**src/rtl/umf_pkg.sv**
```systemverilog
// Functional notes
// - auto dtr asserts at upper, drops below lower
// - rs485 mode: dtr follows transmitter empty
// - dtr pin can carry 1x or nx tx clock
// - auto rts drops at upper, returns below lower
// - cts deasserted: finish character, then idle
// - dsr deasserted: finish character, then idle
// - xon/xoff characters bypass cts/dsr hold
// - clock select 01: receiver uses dsr clock
// - clock select bit 6: transmitter uses ri clock
// - modem pins active low, ri low rings
// - fifo depth 16, or 128 when selected
// - modem control bit 6, in enhanced mode only: infrared serial coding
package umf_pkg;
   // =========================================================
   // channel count and fifo depth
   localparam int NUM_CH = 4;
   localparam logic [7:0] DEPTH_SMALL = 8'h10;
   localparam logic [7:0] DEPTH_BIG = 8'h80;

   // =========================================================
   // register field positions
   localparam int MODEM_CTL_DTR_BIT = 0;
   localparam int MODEM_CTL_RTS_BIT = 1;
   localparam int MODEM_CTL_IR_BIT = 6;
   localparam int CLK_SEL_RX_LO = 0;
   localparam int CLK_SEL_DTR_LO = 4;
   localparam int CLK_SEL_TX_EXT_BIT = 6;

   // =========================================================
   // field encodings
   localparam logic [1:0] CLK_SEL_RX_EXT = 2'h1;
   localparam logic [1:0] CLK_SEL_RX_FROM_TX = 2'h2;
   localparam logic [1:0] CLK_SEL_DTR_1X = 2'h1;
   localparam logic [1:0] CLK_SEL_DTR_NX = 2'h2;
   localparam logic [1:0] ADD_CTL_DTR_485_HI = 2'h2;
   localparam logic [1:0] ADD_CTL_DTR_485_LO = 2'h3;

   // =========================================================
   // infrared timing, in 16x ticks
   localparam logic [3:0] IRDA_PULSE_TICKS = 4'h3;
   localparam logic [3:0] IRDA_RX_HOLD = 4'hf;

   // =========================================================
   // reset values
   localparam logic [3:0] RST_DTR_FLOW = 4'h0;
   localparam logic [3:0] RST_RTS_FLOW = 4'hf;
   localparam logic [3:0] RST_PIN_N = 4'hf;

   // =========================================================
   // state types
   typedef struct packed {
      logic [3:0] dtr_flow;
      logic [3:0] rts_flow;
      logic [3:0] dtr_n;
      logic [3:0] rts_n;
      logic [3:0] stop;
      logic [3:0] rx_tick;
      logic [3:0] tx_tick;
      logic [3:0] ring;
      logic [3:0] clk_out;
      logic [3:0][7:0] depth;
   } umf_top_st_t;

   typedef struct packed {
      logic [3:0] tx_cnt;
      logic [3:0] rx_cnt;
      logic sout;
      logic rx_bit;
   } umf_irda_st_t;

   typedef struct packed {
      logic prev;
   } umf_edge_st_t;
endpackage : umf_pkg

```
**src/rtl/umf_top.sv**
```systemverilog
`timescale 1ns/1ps
module umf_top import umf_pkg::*; (
   // clock and reset
   input wire logic i_clk_sys,
   input wire logic i_srst,
   // modem pins, active low
   input wire logic [3:0] i_cts_n,
   input wire logic [3:0] i_dsr_n,
   input wire logic [3:0] i_ri_n,
   output logic [3:0] o_dtr_n,
   output logic [3:0] o_rts_n,
   // serial pins
   input wire logic [3:0] i_sin,
   output logic [3:0] o_sout,
   // transmitter side
   input wire logic [3:0] i_tx_bit,
   input wire logic [3:0] i_tx_bit_start,
   input wire logic [3:0] i_tx_empty,
   input wire logic [3:0] i_tx_flow_char,
   input wire logic [3:0] i_tx_tick_int,
   input wire logic [3:0] i_tx_tick_nx,
   input wire logic [3:0] i_tx_tick16,
   output logic [3:0] o_tx_start_ok,
   output logic [3:0] o_tx_tick,
   // receiver side
   input wire logic [3:0] i_rx_tick_int,
   input wire logic [3:0] i_rx_tick16,
   input wire logic [3:0][7:0] i_rx_level,
   output logic [3:0] o_rx_tick,
   output logic [3:0] o_rx_bit,
   // fifo size
   input wire logic i_fifo_size_select,
   input wire logic [3:0] i_fifo_force128,
   input wire logic [3:0] i_enhanced,
   output logic [3:0][7:0] o_fifo_depth,
   // per-channel configuration
   input wire logic [3:0] i_auto_dtr,
   input wire logic [3:0] i_auto_rts,
   input wire logic [3:0] i_auto_cts,
   input wire logic [3:0] i_auto_dsr,
   input wire logic [3:0][7:0] i_thr_upper,
   input wire logic [3:0][7:0] i_thr_lower,
   input wire logic [3:0][1:0] i_additional_control_reg_dtr,
   input wire logic [3:0][7:0] i_clock_select_reg,
   input wire logic [3:0][7:0] i_modem_control_reg,
   // modem status
   output logic [3:0] o_ring_present
);
   // =========================================================
   // per-channel decode
   logic [3:0] rx_ext;
   logic [3:0] rx_from_tx;
   logic [3:0] tx_ext;
   logic [3:0] rx_rise;
   logic [3:0] tx_rise;
   logic [3:0] at_upper;
   logic [3:0] below_lower;
   logic [3:0] irda_en;
   logic [3:0][1:0] dtr_clk_sel;

   genvar g;
   generate
      for (g = 0; g < NUM_CH; g++) begin : g_ch
         assign rx_ext[g] = i_clock_select_reg[g][CLK_SEL_RX_LO +: 2]
            == CLK_SEL_RX_EXT;
         assign rx_from_tx[g] = i_clock_select_reg[g][CLK_SEL_RX_LO +: 2]
            == CLK_SEL_RX_FROM_TX;
         assign tx_ext[g] = i_clock_select_reg[g][CLK_SEL_TX_EXT_BIT];
         assign dtr_clk_sel[g] = i_clock_select_reg[g][CLK_SEL_DTR_LO +: 2];
         // thresholds are per channel, ports of this channel only
         assign at_upper[g] = i_rx_level[g] >= i_thr_upper[g];
         assign below_lower[g] = i_rx_level[g] < i_thr_lower[g];
         assign irda_en[g] =
            i_modem_control_reg[g][MODEM_CTL_IR_BIT] & i_enhanced[g];

         // dsr pin doubles as receive clock
         umf_pin_edge u_rx_edge (
            .i_clk_sys(i_clk_sys),
            .i_srst(i_srst),
            .i_pin(i_dsr_n[g]),
            .o_rise(rx_rise[g])
         );

         // ri pin doubles as transmit clock
         umf_pin_edge u_tx_edge (
            .i_clk_sys(i_clk_sys),
            .i_srst(i_srst),
            .i_pin(i_ri_n[g]),
            .o_rise(tx_rise[g])
         );

         umf_irda u_irda (
            .i_clk_sys(i_clk_sys),
            .i_srst(i_srst),
            .i_en(irda_en[g]),
            .i_tx_tick16(i_tx_tick16[g]),
            .i_rx_tick16(i_rx_tick16[g]),
            .i_bit_start(i_tx_bit_start[g]),
            .i_tx_bit(i_tx_bit[g]),
            .i_sin(i_sin[g]),
            .o_sout(o_sout[g]),
            .o_rx_bit(o_rx_bit[g])
         );
      end
   endgenerate

   // =========================================================
   // channel state
   umf_top_st_t s_q;
   umf_top_st_t s_d;

   always_comb begin
      s_d = s_q;
      for (int c = 0; c < NUM_CH; c++) begin
         // fifo depth from pin, force bit or enhanced mode
         if (i_fifo_size_select | i_fifo_force128[c] | i_enhanced[c]) begin
            s_d.depth[c] = DEPTH_BIG;
         end else begin
            s_d.depth[c] = DEPTH_SMALL;
         end
         // hysteresis: between the thresholds the level holds
         if (at_upper[c]) begin
            s_d.dtr_flow[c] = 1'b1;
            s_d.rts_flow[c] = 1'b0;
         end else if (below_lower[c]) begin
            s_d.dtr_flow[c] = 1'b0;
            s_d.rts_flow[c] = 1'b1;
         end
         // dsr flow is ignored while the pin carries a clock
         s_d.stop[c] = (i_auto_cts[c] & i_cts_n[c]) |
            (i_auto_dsr[c] & ~rx_ext[c] & i_dsr_n[c]);
         // clock sources
         if (tx_ext[c]) begin
            s_d.tx_tick[c] = tx_rise[c];
         end else begin
            s_d.tx_tick[c] = i_tx_tick_int[c];
         end
         if (rx_ext[c]) begin
            s_d.rx_tick[c] = rx_rise[c];
         end else if (rx_from_tx[c] && tx_ext[c]) begin
            s_d.rx_tick[c] = tx_rise[c];
         end else begin
            s_d.rx_tick[c] = i_rx_tick_int[c];
         end
         // baud toggle, so pin frequency is half the tick rate
         if ((dtr_clk_sel[c] == CLK_SEL_DTR_1X && s_d.tx_tick[c]) ||
             (dtr_clk_sel[c] == CLK_SEL_DTR_NX && i_tx_tick_nx[c])) begin
            s_d.clk_out[c] = ~s_q.clk_out[c];
         end
         // ri low rings unless the pin serves as a clock
         s_d.ring[c] = ~i_ri_n[c] & ~tx_ext[c];
         // dtr pin: clock out, then rs485 direction, then flow
         if (dtr_clk_sel[c] == CLK_SEL_DTR_1X ||
             dtr_clk_sel[c] == CLK_SEL_DTR_NX) begin
            s_d.dtr_n[c] = s_d.clk_out[c];
         end else begin
            case (i_additional_control_reg_dtr[c])
               ADD_CTL_DTR_485_HI: s_d.dtr_n[c] = ~i_tx_empty[c];
               ADD_CTL_DTR_485_LO: s_d.dtr_n[c] = i_tx_empty[c];
               default: begin
                  if (i_auto_dtr[c]) begin
                     s_d.dtr_n[c] = ~s_d.dtr_flow[c];
                  end else begin
                     s_d.dtr_n[c] = ~i_modem_control_reg[c][MODEM_CTL_DTR_BIT];
                  end
               end
            endcase
         end
         if (i_auto_rts[c]) begin
            s_d.rts_n[c] = ~s_d.rts_flow[c];
         end else begin
            s_d.rts_n[c] = ~i_modem_control_reg[c][MODEM_CTL_RTS_BIT];
         end
      end
   end

   always_ff @(posedge i_clk_sys) begin
      if (i_srst) begin
         s_q <= '0;
         s_q.dtr_flow <= RST_DTR_FLOW;
         s_q.rts_flow <= RST_RTS_FLOW;
         s_q.dtr_n <= RST_PIN_N;
         s_q.rts_n <= RST_PIN_N;
         s_q.depth <= {NUM_CH{DEPTH_SMALL}};
      end else begin
         s_q <= s_d;
      end
   end

   // =========================================================
   // outputs
   assign o_dtr_n = s_q.dtr_n;
   assign o_rts_n = s_q.rts_n;
   assign o_tx_tick = s_q.tx_tick;
   assign o_rx_tick = s_q.rx_tick;
   assign o_ring_present = s_q.ring;
   assign o_fifo_depth = s_q.depth;
   // gates only starts; a character already running always finishes
   assign o_tx_start_ok = ~s_q.stop | i_tx_flow_char;

   // =========================================================
   // checks
   generate
      for (g = 0; g < NUM_CH; g++) begin : g_chk
         chk_dtr_flow_on: assert property (@(posedge i_clk_sys)
            disable iff (i_srst)
            i_auto_dtr[g] && at_upper[g] && dtr_clk_sel[g] == 2'h0 &&
            !i_additional_control_reg_dtr[g][1] |=> !o_dtr_n[g])
            else $error("auto dtr not asserted at upper level");
         chk_dtr_flow_off: assert property (@(posedge i_clk_sys)
            disable iff (i_srst)
            i_auto_dtr[g] && !at_upper[g] && below_lower[g] &&
            dtr_clk_sel[g] == 2'h0 &&
            !i_additional_control_reg_dtr[g][1] |=> o_dtr_n[g])
            else $error("auto dtr not released below lower level");
         chk_dtr_rs485_dir: assert property (@(posedge i_clk_sys)
            disable iff (i_srst)
            dtr_clk_sel[g] == 2'h0 &&
            i_additional_control_reg_dtr[g] == ADD_CTL_DTR_485_HI
            |=> o_dtr_n[g] == !$past(i_tx_empty[g]))
            else $error("rs485 direction does not track empty");
         chk_rts_flow_off: assert property (@(posedge i_clk_sys)
            disable iff (i_srst)
            i_auto_rts[g] && at_upper[g] |=> o_rts_n[g])
            else $error("auto rts not dropped at upper level");
         chk_rts_flow_on: assert property (@(posedge i_clk_sys)
            disable iff (i_srst)
            i_auto_rts[g] && !at_upper[g] && below_lower[g]
            |=> !o_rts_n[g])
            else $error("auto rts not restored below lower level");
         chk_cts_hold_tx: assert property (@(posedge i_clk_sys)
            disable iff (i_srst)
            i_auto_cts[g] && i_cts_n[g] ##1 !i_tx_flow_char[g]
            |-> !o_tx_start_ok[g])
            else $error("start allowed while cts deasserted");
         chk_dsr_hold_tx: assert property (@(posedge i_clk_sys)
            disable iff (i_srst)
            i_auto_dsr[g] && i_dsr_n[g] && !rx_ext[g]
            ##1 !i_tx_flow_char[g] |-> !o_tx_start_ok[g])
            else $error("start allowed while dsr deasserted");
         chk_flow_char_go: assert property (@(posedge i_clk_sys)
            disable iff (i_srst)
            i_tx_flow_char[g] |-> o_tx_start_ok[g])
            else $error("flow character held by modem lines");
         chk_rx_ext_clk: assert property (@(posedge i_clk_sys)
            disable iff (i_srst)
            rx_ext[g] && !$past(i_srst) && i_dsr_n[g] && !$past(i_dsr_n[g])
            |=> o_rx_tick[g])
            else $error("receive tick missing on dsr clock edge");
         chk_tx_ext_clk: assert property (@(posedge i_clk_sys)
            disable iff (i_srst)
            tx_ext[g] && !$past(i_srst) &&
            !(i_ri_n[g] && !$past(i_ri_n[g])) |=> !o_tx_tick[g])
            else $error("transmit tick without ri clock edge");
         chk_ring_low: assert property (@(posedge i_clk_sys)
            disable iff (i_srst)
            !i_ri_n[g] && !tx_ext[g] |=> o_ring_present[g])
            else $error("low ri not reported as ring");
         chk_fifo_big: assert property (@(posedge i_clk_sys)
            disable iff (i_srst)
            i_fifo_size_select |=> o_fifo_depth[g] == DEPTH_BIG)
            else $error("fifo depth not 128 with size select");
         chk_fifo_small: assert property (@(posedge i_clk_sys)
            disable iff (i_srst)
            !i_fifo_size_select && !i_fifo_force128[g] && !i_enhanced[g]
            |=> o_fifo_depth[g] == DEPTH_SMALL)
            else $error("fifo depth not 16 by default");
      end
   endgenerate
endmodule : umf_top

```
**src/rtl/umf_pin_edge.sv**
```systemverilog
`timescale 1ns/1ps
module umf_pin_edge import umf_pkg::*; (
   // clock and reset
   input wire logic i_clk_sys,
   input wire logic i_srst,
   // sampled clock pin
   input wire logic i_pin,
   // one-cycle enable on each rising edge
   output logic o_rise
);
   // =========================================================
   // edge detect
   umf_edge_st_t s_q;
   umf_edge_st_t s_d;

   always_comb begin
      s_d = s_q;
      s_d.prev = i_pin;
   end

   always_ff @(posedge i_clk_sys) begin
      if (i_srst) begin
         // idle modem pin is high; avoids a false edge after reset
         s_q.prev <= 1'b1;
      end else begin
         s_q <= s_d;
      end
   end

   // pin is synchronous, so no extra stage; max rate is half i_clk_sys
   assign o_rise = i_pin & ~s_q.prev;
endmodule : umf_pin_edge

```
**src/rtl/umf_irda.sv**
```systemverilog
`timescale 1ns/1ps
module umf_irda import umf_pkg::*; (
   // clock and reset
   input wire logic i_clk_sys,
   input wire logic i_srst,
   // control
   input wire logic i_en,
   input wire logic i_tx_tick16,
   input wire logic i_rx_tick16,
   input wire logic i_bit_start,
   // transmit and receive bits
   input wire logic i_tx_bit,
   input wire logic i_sin,
   output logic o_sout,
   output logic o_rx_bit
);
   // =========================================================
   // encoder and pulse stretcher
   umf_irda_st_t s_q;
   umf_irda_st_t s_d;

   always_comb begin
      s_d = s_q;
      if (i_bit_start) begin
         s_d.tx_cnt = '0;
      end else if (i_tx_tick16 && s_q.tx_cnt != 4'hf) begin
         s_d.tx_cnt = s_q.tx_cnt + 4'h1;
      end
      // zero bit sends a short high pulse at bit start
      if (i_en) begin
         s_d.sout = ~i_tx_bit & (s_d.tx_cnt < IRDA_PULSE_TICKS);
      end else begin
         s_d.sout = i_tx_bit;
      end
      // a pulse is stretched into one whole zero bit
      if (!i_en) begin
         s_d.rx_cnt = '0;
         s_d.rx_bit = i_sin;
      end else if (i_sin) begin
         s_d.rx_cnt = IRDA_RX_HOLD;
         s_d.rx_bit = 1'b0;
      end else if (s_q.rx_cnt != 4'h0) begin
         if (i_rx_tick16) begin
            s_d.rx_cnt = s_q.rx_cnt - 4'h1;
         end
         s_d.rx_bit = 1'b0;
      end else begin
         s_d.rx_bit = 1'b1;
      end
   end

   always_ff @(posedge i_clk_sys) begin
      if (i_srst) begin
         s_q <= '0;
         s_q.sout <= 1'b1;
         s_q.rx_bit <= 1'b1;
      end else begin
         s_q <= s_d;
      end
   end

   assign o_sout = s_q.sout;
   assign o_rx_bit = s_q.rx_bit;

   // =========================================================
   // checks
   chk_irda_rx_pulse: assert property (@(posedge i_clk_sys)
      disable iff (i_srst) i_en && i_sin |=> !o_rx_bit)
      else $error("infrared pulse not decoded as zero");
   chk_irda_tx_plain: assert property (@(posedge i_clk_sys)
      disable iff (i_srst) !i_en |=> o_sout == $past(i_tx_bit))
      else $error("plain serial output differs from bit");
   chk_irda_one_dark: assert property (@(posedge i_clk_sys)
      disable iff (i_srst) i_en && i_tx_bit |=> !o_sout)
      else $error("infrared one bit emitted a pulse");
endmodule : umf_irda

```
**config.mk**
```make
export PLATFORM = sky130hd
export DESIGN_NAME = umf_top
export DESIGN_NICKNAME = d
export VERILOG_FILES = /design/src/rtl/umf_pkg.sv /design/src/rtl/umf_top.sv /design/src/rtl/umf_pin_edge.sv /design/src/rtl/umf_irda.sv
export SDC_FILE = /design/constraint.sdc
export NUM_CORES = 1
export LEC_CHECK = 0
export ABC_AREA = 1
export BUFFER_PORTS_ARGS = -buffer_cell sky130_fd_sc_hd__buf_2
export CAP_MARGIN = 20
export CORE_ASPECT_RATIO = 0.6
export CORE_MARGIN = 2
export CORE_UTILIZATION = 47
export CTS_CLUSTER_DIAMETER = 60
export DETAILED_ROUTE_END_ITERATION = 6
export GPL_TIMING_DRIVEN = 0
export PLACE_DENSITY = 0.81
export SETUP_SLACK_MARGIN = 0.4
export SLEW_MARGIN = 20
export SYNTH_ARGS = -nofsm -noshare
export SYNTH_HDL_FRONTEND = slang
export SYNTH_HIERARCHICAL = 1
export SYNTH_SLANG_ARGS = --single-unit
```
**constraint.sdc**
```tcl
create_clock -name i_clk_sys -period 1.8 [get_ports i_clk_sys]
set_input_delay 0.36 -clock i_clk_sys [delete_from_list [all_inputs] [get_ports i_clk_sys]]
set_output_delay 0.36 -clock i_clk_sys [all_outputs]
set_load 0.005 [all_outputs]
```
==> key figures, run 1 <==
Outcome
  – Status: finished, final reports clean

Synthesis
  – Yosys warning total: 6
  – Ranking of synthesized cells by area: sky130_fd_sc_hd__dfxtp_1 (29%), sky130_fd_sc_hd__ha_1 (16%), sky130_fd_sc_hd__inv_1 (11%), sky130_fd_sc_hd__nand2_1 (11%), sky130_fd_sc_hd__buf_4 (6.1%)
  – Unique cell type count in the Yosys netlist: 34
  – Part of the Yosys area used for sequential elements: 28.74%
  – Gate Count Post-Synth: 917
  – FF+latch count, synth: 92
  – Share of the synthesized area in the top cell type: 28.74%
  – Avg Cell Area, Syn: 6.989 sq um
  – Cell type with the highest aggregate area in the netlist: sky130_fd_sc_hd__dfxtp_1
  – Summed instance area of the synthesized netlist: 0.006409 sq mm

Power and ir drop
  – Combinational share of power: 26.3%
  – Clock network fraction of total power: 33.4%
  – Cell area power density: 624.3 mW/mm^2
  – Lkg Pwr: 4.771 nW
  – Internal cell power: 0.003857 W
  – NetSw: 0.001623 W
  – Maximum ir drop on the vdd rail: 0.0004562 V
  – Seq pwr share: 40.3%
  – Post-route total power: 0.005480 W
  – Switching share of power: 29.61%

Worst setup path
  – Largest fanout on the critical path: 3
  – Count of cell instances traversed by the critical path: 11
  – Cell at the slowest stage of the critical path: sky130_fd_sc_hd__ha_4
  – Startpoint type of the worst setup path: primary input
  – Maximum single-stage delay on the critical path: 0.20 ns
  – Data arrival time of the worst path: 1.57 ns
  – Crit path launch: i_rx_level[0]
  – R2R Path End: g_ch[3].u_irda/s_q[5]
  – Reg-to-Reg Start: g_ch[3].u_irda/s_q[2]
  – Critical Path, Cell by Cell: buf_2, inv_4, ha_4, o21ai_2, nand2_1, nand2_1, nand2_2, a21oi_4, nand2_1, a21oi_1, o21ai_1
  – Startpoint-to-endpoint class of the critical path: primary input to flop
  – Crit end category: flop
  – Crit-path leading delay family: compound AO/OA/AOI/OAI gates
  – Critical path data required time: 2.01 ns
  – Most used cell along the critical path: sky130_fd_sc_hd__nand2_1
  – Endpoint of the worst setup timing path: o_rts_n[0]
  – Worst reg-to-reg setup slack: 0.52 ns
  – WP buf/inv: 2
  – R2R cell count: 6

GRT
  – Maximum number of pins on one net before global-route repair: 38
  – Overflow left after global routing: 0
  – Layer carrying the most global-route usage: met2
  – Met2 Usage GRT: 37.87%
  – Global routing met3 resource utilization: 3.763%
  – Global-route wire length before repair: 25750 um
  – Met1 global-route usage: 28.51%
  – Overall global routing resource usage: 21.50%
  – Via count of the first global-routing pass: 5786
  – Number of antenna violations at the first check in global routing: 0

Timing
  – Fmax achieved: 736.3 MHz
  – Period utilisation layout: 75.45%
  – Post-route minimum period: 1.358 ns
  – Setup Skew: 0.01000 ns
  – Final count of negative-setup-slack endpoints: 0
  – Hold violation count in the final report: 0
  – Unrepaired setup endpoints after global routing: yes
  – Final Max Slew Viols: 0

Run
  – Maximum Capacitance Violations: 0

Clocking
  – Clock tree from TritonCTS: yes
  – Num Clock Sinks: 92
  – Number of clock buffers inserted by TritonCTS: 9
  – Clock transition at path regs: 0.07 ns
  – H-tree Lvls: 3
  – CTS Root Cell: sky130_fd_sc_hd__clkbuf_16
  – CTS Buffer Depth: 2
  – Clk_lat worst skew: 0.33 ns
  – Number of hold-repair buffers added at the cts stage: 0

Place
  – Gpl congestion: 0.8642
  – Detailed-placement wirelength estimate: 13500 um
  – # placed instances: 1364
  – Count of input and output buffers: 254

Floorplan
  – Initial core utilization: 48.95%
  – Die height: 94.45 um
  – DIE WIDTH: 154.8 um
  – Core area: 0.01309 sq mm
  – Site Rows: 32
  – Num ports: 311
  – DIE AREA: 0.01462 sq mm

Detailed routing
  – DRC violation count after routing: 0
  – Starting DRT DRC Count: 351
  – Detailed-router iteration count before antenna repair: 4
  – Post-DR vias/cell: 4.613
  – Total via count in the routed design: 6371
  – Number of nets with antenna violations after detailed routing: 0
  – DRT Wirelength: 16260 um
  – Post-DR wirelength/cell: 11.78 um

Finish
  – Final-layout fill cell count: 1159
  – Post-route insts no fill: 1381
  – Share of cells above drive strength 1: 37.57%
  – Layout overhead on the synthesized area: 36.98%
  – Antenna diode instance count: 0
  – Nets@finish: 1533

Worst hold path
  – Class of the most critical hold timing path: primary input to flop
  – Hold Path Origin: i_modem_control_reg[9]
## stage by stage
step / worst slack [ns] / TNS (ns) / hold slack (ns) / instance area (sq um) / utilization, %
global route: 0.3521 / 0 / 0.1988 / 8778 / 67.05
floorplan: 0.3818 / 0 / 0.4315 / 6820 / -
CTS: 0.4311 / 0 / 0.1886 / 8610 / 65.76
global placement: -0.4716 / -8.564 / 0.4526 / 8304 / 63.43
finish: 0.4418 / 0 / 0.2013 / 8778 / 67.05
detailed placement: -0.4630 / -9.285 / 0.4583 / 8304 / 63.43
## power groups by stage
| stage | Clock (W) | Sequential (W) | Combinational [W] |
|---|---|---|---|
| after floorplan | 0 | 0.00225 | 0.000845 |
| after global placement | 0 | 0.00225 | 0.00135 |
| after detailed placement | 0 | 0.00225 | 0.00139 |
| after CTS | 0.00188 | 0.00221 | 0.00139 |
| after global routing | 0.00197 | 0.00222 | 0.00164 |
| final | 0.00183 | 0.00221 | 0.00144 |
## routing by layer
metal	wire, um	part of all wire [%]
met1	7759	48
met3	817	5.0
met5	0	0
met4	92	0.57
met2	7592	47
## synthesized netlist by cell type, drive strengths merged
cell,number
nand2,199
o22ai,1
a211oi,4
o31ai,4
inv,193
o21ai,40
o21bai,2
xor2,4
ha,80
or2,9
buf,56
a21oi,67
nor2,74
nand3,45
dfxtp,92
nor3,21
xnor2,4
a31oi,5
nand4,12
conb,1
o21a,1
clkinv,3
## flip-flops by register name (all words and copies together) (netlist names)
signal                cells
g_ch.u_irda/s_q          32
s_q                      16
o_fifo_depth              8
g_ch.u_irda/o_rx_bit      4
g_ch.u_irda/o_sout        4
g_ch.u_rx_edge/s_q        4
g_ch.u_tx_edge/s_q        4
o_dtr_n                   4
o_ring_present            4
o_rts_n                   4
o_rx_tick                 4
o_tx_tick                 4
## repair_timing
action	4_1_cts	5_1_grt
setup endpoints to repair	37	13
pin swaps	0	18
gates resized for setup	6	37
buffers inserted	0	1
## cells in the final DEF, fill, tap and decap left out, types with 5 or more instances in the layout
master | Yosys | layout
sky130_fd_sc_hd__a21oi_1 | 61 | 53
sky130_fd_sc_hd__a21oi_2 | 3 | 11
sky130_fd_sc_hd__a31oi_1 | 5 | 5
sky130_fd_sc_hd__buf_2 | 2 | 252
sky130_fd_sc_hd__buf_4 | 52 | 55
sky130_fd_sc_hd__clkbuf_16 | 0 | 9
sky130_fd_sc_hd__conb_1 | 1 | 24
sky130_fd_sc_hd__dfxtp_1 | 92 | 89
sky130_fd_sc_hd__ha_1 | 80 | 53
sky130_fd_sc_hd__ha_4 | 0 | 26
sky130_fd_sc_hd__inv_1 | 189 | 175
sky130_fd_sc_hd__inv_2 | 4 | 9
sky130_fd_sc_hd__inv_6 | 0 | 6
sky130_fd_sc_hd__nand2_1 | 187 | 179
sky130_fd_sc_hd__nand2_2 | 12 | 20
sky130_fd_sc_hd__nand3_1 | 37 | 37
sky130_fd_sc_hd__nand3_2 | 8 | 7
sky130_fd_sc_hd__nand4_1 | 12 | 12
sky130_fd_sc_hd__nor2_1 | 60 | 58
sky130_fd_sc_hd__nor2_2 | 14 | 15
sky130_fd_sc_hd__nor3_1 | 17 | 16
sky130_fd_sc_hd__nor3_2 | 4 | 5
sky130_fd_sc_hd__o21ai_0 | 17 | 17
sky130_fd_sc_hd__o21ai_1 | 16 | 15
sky130_fd_sc_hd__o21ai_2 | 7 | 8
sky130_fd_sc_hd__or2_2 | 5 | 5
## final cells by class
type	instances	area [sq um]	area share, %
repair buffers	255	1306	14.88
flip-flops and latches	92	1846	21.02
multi-input cells	596	3914	44.58
plain buffers	56	412.9	4.704
inverters	196	795.8	9.065
well taps	170	212.7	2.423
clock inverters	6	52.55	0.5986
clock buffers	10	239.0	2.722
## worst reg2reg max path, delay by kind of cell (launching register included)
family                   cells  cell delay (ns)
AO/OA/AOI/OAI                2             0.25
adder cells (fa/ha/maj)      1             0.22
buffers and inverters        1             0.11
flip-flops                   1             0.37
AND/OR/NAND/NOR              2             0.22
## how the worst min path moves through the flow
stage                             to  cells after the start
5_1_grt            o_ring_present[1]                      2
4_1_cts                   o_rts_n[1]                      2
6_report                  o_rts_n[1]                      2
2_1_floorplan  g_ch[0].u_irda/s_q[8]                      1
3_5_place_dp                 s_q[66]                      2
3_3_place_gp                 s_q[66]                      2
## cells by family after synthesis
| kind of cell | after synthesis | share of synthesized area (%) |
|---|---|---|
| xor gates and xnor gates | 8 | 1.093 |
| buffers and inverters | 252 | 17.84 |
| adders and majority gates | 80 | 15.62 |
| and+or+nand+nor | 360 | 25.30 |
| AOI/OAI and AO/OA | 124 | 11.34 |
| other | 1 | 0.05851 |
| DFF | 92 | 28.74 |
(Power assumes the default switching activity.)
==> run 2, diff against run 1 <==
--- a/config.mk
+++ b/config.mk
@@ -5,7 +5,7 @@
 export SDC_FILE = /design/constraint.sdc
 export NUM_CORES = 1
 export LEC_CHECK = 0
-export ABC_AREA = 1
+export ABC_AREA = 0
 export BUFFER_PORTS_ARGS = -buffer_cell sky130_fd_sc_hd__buf_2
 export CAP_MARGIN = 20
 export CORE_ASPECT_RATIO = 0.6
@@ -14,7 +14,7 @@
 export CTS_CLUSTER_DIAMETER = 60
 export DETAILED_ROUTE_END_ITERATION = 6
 export GPL_TIMING_DRIVEN = 0
-export PLACE_DENSITY = 0.81
+export PLACE_DENSITY = 0.82
 export SETUP_SLACK_MARGIN = 0.4
 export SLEW_MARGIN = 20
 export SYNTH_ARGS = -nofsm -noshare
==> constraint.sdc (replaced) <==
create_clock -name i_clk_sys -period 1.42 [get_ports i_clk_sys]
set_input_delay 0.284 -clock i_clk_sys [delete_from_list [all_inputs] [get_ports i_clk_sys]]
set_output_delay 0.284 -clock i_clk_sys [all_outputs]
set_load 0.005 [all_outputs]
==> run 2 against run 1 <==
Effect of this change: the flow now finishes with violations (negative setup slack); via count is 1.6% higher; first-iteration DRC count fell by 39%; largest cell class unchanged; critical path depth decreased by 5; clock power increased by 43%; critical path type is now flop to flop; design area increased by 17%; hold slack worse by 0.075 ns.
==> key figures, run 2 <==
GRT
  – Maximum number of pins on one net before global-route repair: 40
  – Global routing met3 resource utilization: 4.527%
  – Number of antenna violations at the first check in global routing: 0
  – Via count of the first global-routing pass: 6198
  – Global-route wire length before repair: 28670 um
  – Met1 global-route usage: 32.22%
  – Met2 Usage GRT: 45.49%
  – Layer carrying the most global-route usage: met2
  – Overall global routing resource usage: 25.68%
  – Overflow left after global routing: 0

Power and ir drop
  – Lkg Pwr: 4.776 nW
  – Post-route total power: 0.007852 W
  – Maximum ir drop on the vdd rail: 0.0005748 V
  – Cell area power density: 763.6 mW/mm^2

Worst setup path
  – Startpoint type of the worst setup path: flop
  – Startpoint-to-endpoint class of the critical path: flop to flop
  – Reg-to-Reg Start: g_ch[1].u_irda/s_q[2]
  – R2R Path End: g_ch[1].u_irda/s_q[5]
  – R2R cell count: 6
  – Data arrival time of the worst path: 1.75 ns
  – Critical path data required time: 1.65 ns
  – Endpoint of the worst setup timing path: g_ch[1].u_irda/s_q[5]
  – Worst reg-to-reg setup slack: -0.1 ns
  – Crit end category: flop
  – Largest fanout on the critical path: 5
  – Crit path launch: g_ch[1].u_irda/s_q[2]

Clocking
  – Number of hold-repair buffers added at the cts stage: 0
  – CTS Buffer Depth: 2
  – Clock transition at path regs: 0.07 ns
  – Number of clock buffers inserted by TritonCTS: 9
  – Clock tree from TritonCTS: yes
  – Num Clock Sinks: 92
  – H-tree Lvls: 3
  – Clk_lat worst skew: 0.34 ns
  – CTS Root Cell: sky130_fd_sc_hd__clkbuf_16

Timing
  – Final Max Slew Viols: 0
  – Period utilisation layout: 106.8%
  – Setup Skew: 0.008901 ns
  – Worst slew pin tran: 0.4919 ns
  – Total Neg Setup Slack: -0.3647 ns
  – Unrepaired setup endpoints after global routing: yes
  – Hold violation count in the final report: 0
  – Normalized max-slew margin: 66.95%
  – Final worst hold slack: 0.1265 ns
  – Fmax achieved: 659.2 MHz
  – Final worst-path setup slack: -0.09709 ns
  – Post-route minimum period: 1.517 ns
  – Final count of negative-setup-slack endpoints: 8

Synthesis
  – Count of flip-flops with a built-in enable after synthesis: 0
  – Yosys warning total: 6
  – Post-synth top cells: sky130_fd_sc_hd__inv_1 (95), sky130_fd_sc_hd__dfxtp_1 (92), sky130_fd_sc_hd__ha_1 (80), sky130_fd_sc_hd__buf_4 (52), sky130_fd_sc_hd__nor2_1 (46)
  – Cell type with the highest aggregate area in the netlist: sky130_fd_sc_hd__dfxtp_1
  – Avg Cell Area, Syn: 8.531 sq um
  – Part of the Yosys area used for sequential elements: 30.24%
  – Share of the synthesized area in the top cell type: 30.24%
  – Flip-flop cell with the highest count after synthesis: sky130_fd_sc_hd__dfxtp_1
  – Summed instance area of the synthesized netlist: 0.006091 sq mm
  – Async set-reset flop share out of synthesis: 0%
  – Ranking of synthesized cells by area: sky130_fd_sc_hd__dfxtp_1 (30%), sky130_fd_sc_hd__ha_1 (16%), sky130_fd_sc_hd__buf_4 (6.4%), sky130_fd_sc_hd__inv_1 (5.9%), sky130_fd_sc_hd__a21oi_1 (3.5%)
  – Most used standard cell by instance count after synthesis: sky130_fd_sc_hd__inv_1
  – Gate Count Post-Synth: 714
  – FF+latch count, synth: 92
  – Unique cell type count in the Yosys netlist: 56

Place
  – Instance area at placement: 0.008200 sq mm
  – Count of input and output buffers: 254
  – Gpl congestion: 0.8925
  – Detailed-placement wirelength estimate: 13610 um

Finish
  – Post-layout utilization of the core: 80.76%
  – Commonest cells after routing, fill and taps aside: sky130_fd_sc_hd__buf_2 (188), sky130_fd_sc_hd__buf_6 (91), sky130_fd_sc_hd__buf_4 (75)
  – Nets@finish: 1384
  – Antenna diode instance count: 0
  – Design area: 0.01028 sq mm
  – Share of cells above drive strength 1: 59.32%
  – Most common cell after layout, fill and taps aside: sky130_fd_sc_hd__buf_2
  – Biggest register: g_ch.u_irda/s_q
  – Largest register FFs: 32
  – Layout overhead on the synthesized area: 68.82%

Floorplan
  – DIE AREA: 0.01392 sq mm
  – Site Rows: 32
  – Initial core utilization: 47.84%
  – Num ports: 311
  – Core area: 0.01273 sq mm
  – DIE WIDTH: 151.0 um
  – Die height: 92.18 um

Detailed routing
  – DRC violation count after routing: 0
  – DRT Wirelength: 20960 um
  – Starting DRT DRC Count: 213
  – Post-DR wirelength/cell: 17.01 um
  – Total via count in the routed design: 6475
  – Number of nets with antenna violations after detailed routing: 0
  – Post-DR vias/cell: 5.256
  – Detailed-router iteration count before antenna repair: 5

Outcome
  – Status: finished with violations
  – Violations in the final reports: negative setup slack

Run
  – Maximum Capacitance Violations: 0

Worst hold path
  – Class of the most critical hold timing path: primary input to flop
-- run 2: cell count changes in the layout (fill, tap and decap cells not counted), moves of 24 or more --
cell	delta
sky130_fd_sc_hd__nand2_1	-153
sky130_fd_sc_hd__inv_1	-114
sky130_fd_sc_hd__buf_6	+89
sky130_fd_sc_hd__buf_2	-64
sky130_fd_sc_hd__dfxtp_1	-46
sky130_fd_sc_hd__dfxtp_2	+38
sky130_fd_sc_hd__nand3_1	-34
sky130_fd_sc_hd__a21oi_1	-24
-- run 2: worst min-delay path by stage --
stage / depth (start not counted) / endpoint / start / slack (ns)
2_1_floorplan: 1 / g_ch[0].u_irda/s_q[8] / i_srst / 0.35
3_3_place_gp: 2 / o_ring_present[3] / i_ri_n[3] / 0.47
3_5_place_dp: 2 / o_ring_present[3] / i_ri_n[3] / 0.48
4_1_cts: 2 / o_ring_present[3] / i_ri_n[3] / 0.12
5_1_grt: 2 / o_ring_present[3] / i_ri_n[3] / 0.11
6_report: 2 / o_ring_present[3] / i_ri_n[3] / 0.13
-- run 2: worst max-delay path: stages (launching register included) --
cell and delay, ns:
sky130_fd_sc_hd__dfxtp_2 0.34, sky130_fd_sc_hd__inv_2 0.06, sky130_fd_sc_hd__ha_1 0.13, sky130_fd_sc_hd__or3b_4 0.43, sky130_fd_sc_hd__a31oi_4 0.16, sky130_fd_sc_hd__a31oi_1 0.07, sky130_fd_sc_hd__o21a_1 0.21
-- run 2: stage by stage --
step / setup slack, ns / instances
6_report: -0.09709 / 1232
4_1_cts: 0.0005581 / 1214
5_1_grt: -0.1270 / 1232
3_5_place_dp: -0.8639 / 1161
3_3_place_gp: -0.8271 / 1161
2_1_floorplan: -0.07954 / 737
-- run 2: final cells by class --
type,instances,area (sq um)
clock inverter,6,93.84
tap,170,212.7
sequential,92,1923
timing repair buffer,309,2176
clock buffer,10,229.0
inverter,96,441.7
buffer,56,494.2
multi-input combinational,493,4712
fill,765,2450
-- run 2: kinds of logic (layout without fill, tap and decap cells) --
kind of cell | count (synthesis) | in the layout | share of synthesized area [%]
AO/OA/AOI/OAI | 162 | 162 | 18.69
XOR/XNOR | 16 | 16 | 2.301
adder cells (fa/ha/maj) | 80 | 80 | 16.43
buffers and inverters | 152 | 477 | 12.57
flip-flops | 92 | 92 | 30.24
multiplexers | 15 | 15 | 2.547
other | 1 | 24 | 0.06157
AND/OR/NAND/NOR | 196 | 196 | 17.15
-- run 2: report_power, final --
part | internal, W | switching (W)
clock network | 0.00156 | 0.00105
logic | 0.00132 | 0.00110
registers | 0.00274 | 0.0000846
-- run 2: metal layers --
metal / part of all wire (%) / wire length, um
met2: 51 / 10620
met5: 0 / 0
met1: 40 / 8413
met4: 2.9 / 601
met3: 6.3 / 1325
-- run 2: what timing repair did --
item	CTS	global route
buffers inserted	37	18
pin swaps	67	52
hold endpoints to repair	0	0
gates resized for setup	144	176
gates cloned	0	0
endpoints found under the setup margin	124	110
==> run 3, diff against run 2 <==
--- a/config.mk
+++ b/config.mk
@@ -8,13 +8,12 @@
 export ABC_AREA = 0
 export BUFFER_PORTS_ARGS = -buffer_cell sky130_fd_sc_hd__buf_2
 export CAP_MARGIN = 20
-export CORE_ASPECT_RATIO = 0.6
-export CORE_MARGIN = 2
-export CORE_UTILIZATION = 47
+export CORE_AREA = 2 2 121 123
 export CTS_CLUSTER_DIAMETER = 60
 export DETAILED_ROUTE_END_ITERATION = 6
+export DIE_AREA = 0 0 123 125
 export GPL_TIMING_DRIVEN = 0
-export PLACE_DENSITY = 0.82
+export PLACE_DENSITY = 0.77
 export SETUP_SLACK_MARGIN = 0.4
 export SLEW_MARGIN = 20
 export SYNTH_ARGS = -nofsm -noshare
==> run 3 against run 2 <==
Effect of this change: the flow still finishes with violations (negative setup slack); register-to-register slack improved by 0.09 ns; first-iteration DRC count increased by 7.0%; hold slack worse by 0.0024 ns; count of clock-buffer cells in the layout grew 1; combinational power fell by 9.1%; final cell count is 0.41% higher; critical path depth did not move; wire length shrank 9.5%; sequential share of layout area rose by 0.52 points; critical endpoint unchanged.
==> key figures, run 3 (same netlist as run 2, synthesis figures left out) <==
Floorplan
  – Num ports: 311
  – DIE WIDTH: 123 um
  – Die height: 125 um
  – Site Rows: 44
  – Initial core utilization: 42.88%
  – Core area: 0.01420 sq mm
  – DIE AREA: 0.01538 sq mm

Finish
  – Nets@finish: 1375
  – Most common cell after layout, fill and taps aside: sky130_fd_sc_hd__buf_2
  – Share of cells above drive strength 1: 55.94%
  – Sequential cell area: 0.001914 sq mm
  – Commonest cells after routing, fill and taps aside: sky130_fd_sc_hd__buf_2 (191), sky130_fd_sc_hd__buf_6 (79), sky130_fd_sc_hd__buf_4 (72)
  – Design area: 0.009958 sq mm
  – Largest register FFs: 32
  – Antenna diode instance count: 0
  – Area of the multi-input gates: 0.004507 sq mm
  – Biggest register: g_ch.u_irda/s_q
  – Post-layout utilization of the core: 70.11%
  – Post-route insts no fill: 1237
  – Layout overhead on the synthesized area: 63.50%
  – Final-layout fill cell count: 1108

GRT
  – Maximum number of pins on one net before global-route repair: 40
  – Global-route wire length before repair: 28590 um
  – Overall global routing resource usage: 23.15%
  – Number of antenna violations at the first check in global routing: 0
  – Via count of the first global-routing pass: 6201
  – Overflow left after global routing: 0

Worst setup path
  – Most used cell along the critical path: sky130_fd_sc_hd__a31oi_1
  – Count of cell instances traversed by the critical path: 6
  – Largest fanout on the critical path: 5
  – Cell at the slowest stage of the critical path: sky130_fd_sc_hd__or3b_4
  – Crit end category: flop
  – R2R cell count: 6
  – WP buf/inv: 1
  – Crit path launch: g_ch[1].u_irda/s_q[3]
  – Endpoint of the worst setup timing path: g_ch[1].u_irda/s_q[5]
  – Worst reg-to-reg setup slack: -0.008 ns
  – Critical Path, Cell by Cell: inv_2, ha_1, or3b_4, a31oi_1, a31oi_1, o21a_1
  – Data arrival time of the worst path: 1.66 ns
  – Maximum single-stage delay on the critical path: 0.43 ns
  – Startpoint type of the worst setup path: flop
  – Crit-path leading delay family: simple AND/OR/NAND/NOR gates
  – Critical path data required time: 1.65 ns
  – Reg-to-Reg Start: g_ch[1].u_irda/s_q[3]
  – Startpoint-to-endpoint class of the critical path: flop to flop
  – R2R Path End: g_ch[1].u_irda/s_q[5]

Clocking
  – CTS Root Cell: sky130_fd_sc_hd__clkbuf_16
  – Number of clock buffers inserted by TritonCTS: 9
  – Clock transition at path regs: 0.06 ns
  – Clock tree from TritonCTS: yes
  – Num Clock Sinks: 92
  – Clk_lat worst skew: 0.34 ns
  – CTS Buffer Depth: 2
  – Number of hold-repair buffers added at the cts stage: 0
  – H-tree Lvls: 3

Timing
  – Hold violation count in the final report: 0
  – Period utilisation layout: 100.6%
  – Final worst-path setup slack: -0.008331 ns
  – Final Max Slew Viols: 0
  – Final count of negative-setup-slack endpoints: 4
  – Setup Skew: 0.008157 ns
  – Fmax achieved: 700.1 MHz
  – Unrepaired setup endpoints after global routing: yes
  – Post-route minimum period: 1.428 ns

Place
  – Detailed-placement wirelength estimate: 13180 um
  – Instance area at placement: 0.008218 sq mm
  – # placed instances: 1175
  – Count of input and output buffers: 254
  – Post-placement setup slack: -1.070 ns
  – Gpl congestion: 0.8415

Detailed routing
  – Detailed-router iteration count before antenna repair: 4
  – DRC violation count after routing: 0
  – Starting DRT DRC Count: 228
  – Total via count in the routed design: 6231
  – DRT Wirelength: 18970 um
  – Post-DR wirelength/cell: 15.34 um
  – Number of nets with antenna violations after detailed routing: 0
  – Post-DR vias/cell: 5.037

Power and ir drop
  – Maximum ir drop on the vdd rail: 0.0007077 V
  – Lkg Pwr: 4.692 nW
  – Cell area power density: 735.3 mW/mm^2
  – Post-route total power: 0.007322 W

Outcome
  – Violations in the final reports: negative setup slack
  – Status: finished with violations

Run
  – Maximum Capacitance Violations: 0

Worst hold path
  – Class of the most critical hold timing path: primary input to flop
==> run 3: through the flow <==
| step | hold WS (ns) | TNS (ns) |
|---|---|---|
| global route | 0.1234 | -0.6214 |
| global placement | 0.4712 | -33.27 |
| finish | 0.1241 | -0.02293 |
| detailed placement | 0.4749 | -34.12 |
| CTS | 0.1198 | 0 |
| floorplan | 0.3507 | -0.1190 |
==> run 3: power breakdown <==
part | leakage (nW) | internal [W] | switching (W)
logic | 3.77 | 0.00121 | 0.000987
clock network | 0.146 | 0.00129 | 0.00102
registers | 0.772 | 0.00274 | 0.0000756
total | 4.69 | 0.00524 | 0.00208
==> run 3: metal layers <==
layer  up-vias  part of all wire [%]  track usage [%]
met1      2859                    38            25.58
met3        53                   6.1            5.246
met4         0                   3.4            9.826
met5         -                     0                0
li1       3090                     -                -
met2       229                    52            41.86
==> run 3: area by class of cell <==
cell class / instances / share of cell area, %
Sequential cell: 92 / 19.22
Buffer: 56 / 4.913
Clock buffer: 11 / 2.538
Timing Repair Buffer: 300 / 21.03
Clock inverter: 5 / 0.3392
Multi-Input combinational cell: 493 / 45.26
Tap cell: 184 / 2.312
Inverter: 96 / 4.385
==> run 3: worst min-delay path by stage <==
| stage | from | cells after the start | endpoint | slack [ns] |
|---|---|---|---|---|
| floorplan | i_srst | 1 | g_ch[0].u_irda/s_q[8] | 0.35 |
| global placement | s_q[67] | 2 | s_q[67] | 0.47 |
| detailed placement | i_ri_n[2] | 2 | o_ring_present[2] | 0.47 |
| CTS | i_ri_n[2] | 2 | o_ring_present[2] | 0.12 |
| global route | i_ri_n[1] | 2 | o_ring_present[1] | 0.12 |
| finish | i_ri_n[2] | 2 | o_ring_present[2] | 0.12 |
==> run 3: worst reg2reg max path, delay by kind of cell, from the launching register on <==
family	cells	cell delay, ns
simple gates	1	0.43
compound gates	3	0.38
flops	1	0.33
fa+ha+maj	1	0.13
buf+inv	1	0.06
==> run 3: what timing repair did <==
| item | 4_1_cts | 5_1_grt |
|---|---|---|
| gates resized for setup | 138 | 133 |
| pin swaps | 57 | 42 |
| cloned | 0 | 0 |
| buffers inserted | 35 | 11 |
| setup endpoints to repair | 124 | 111 |
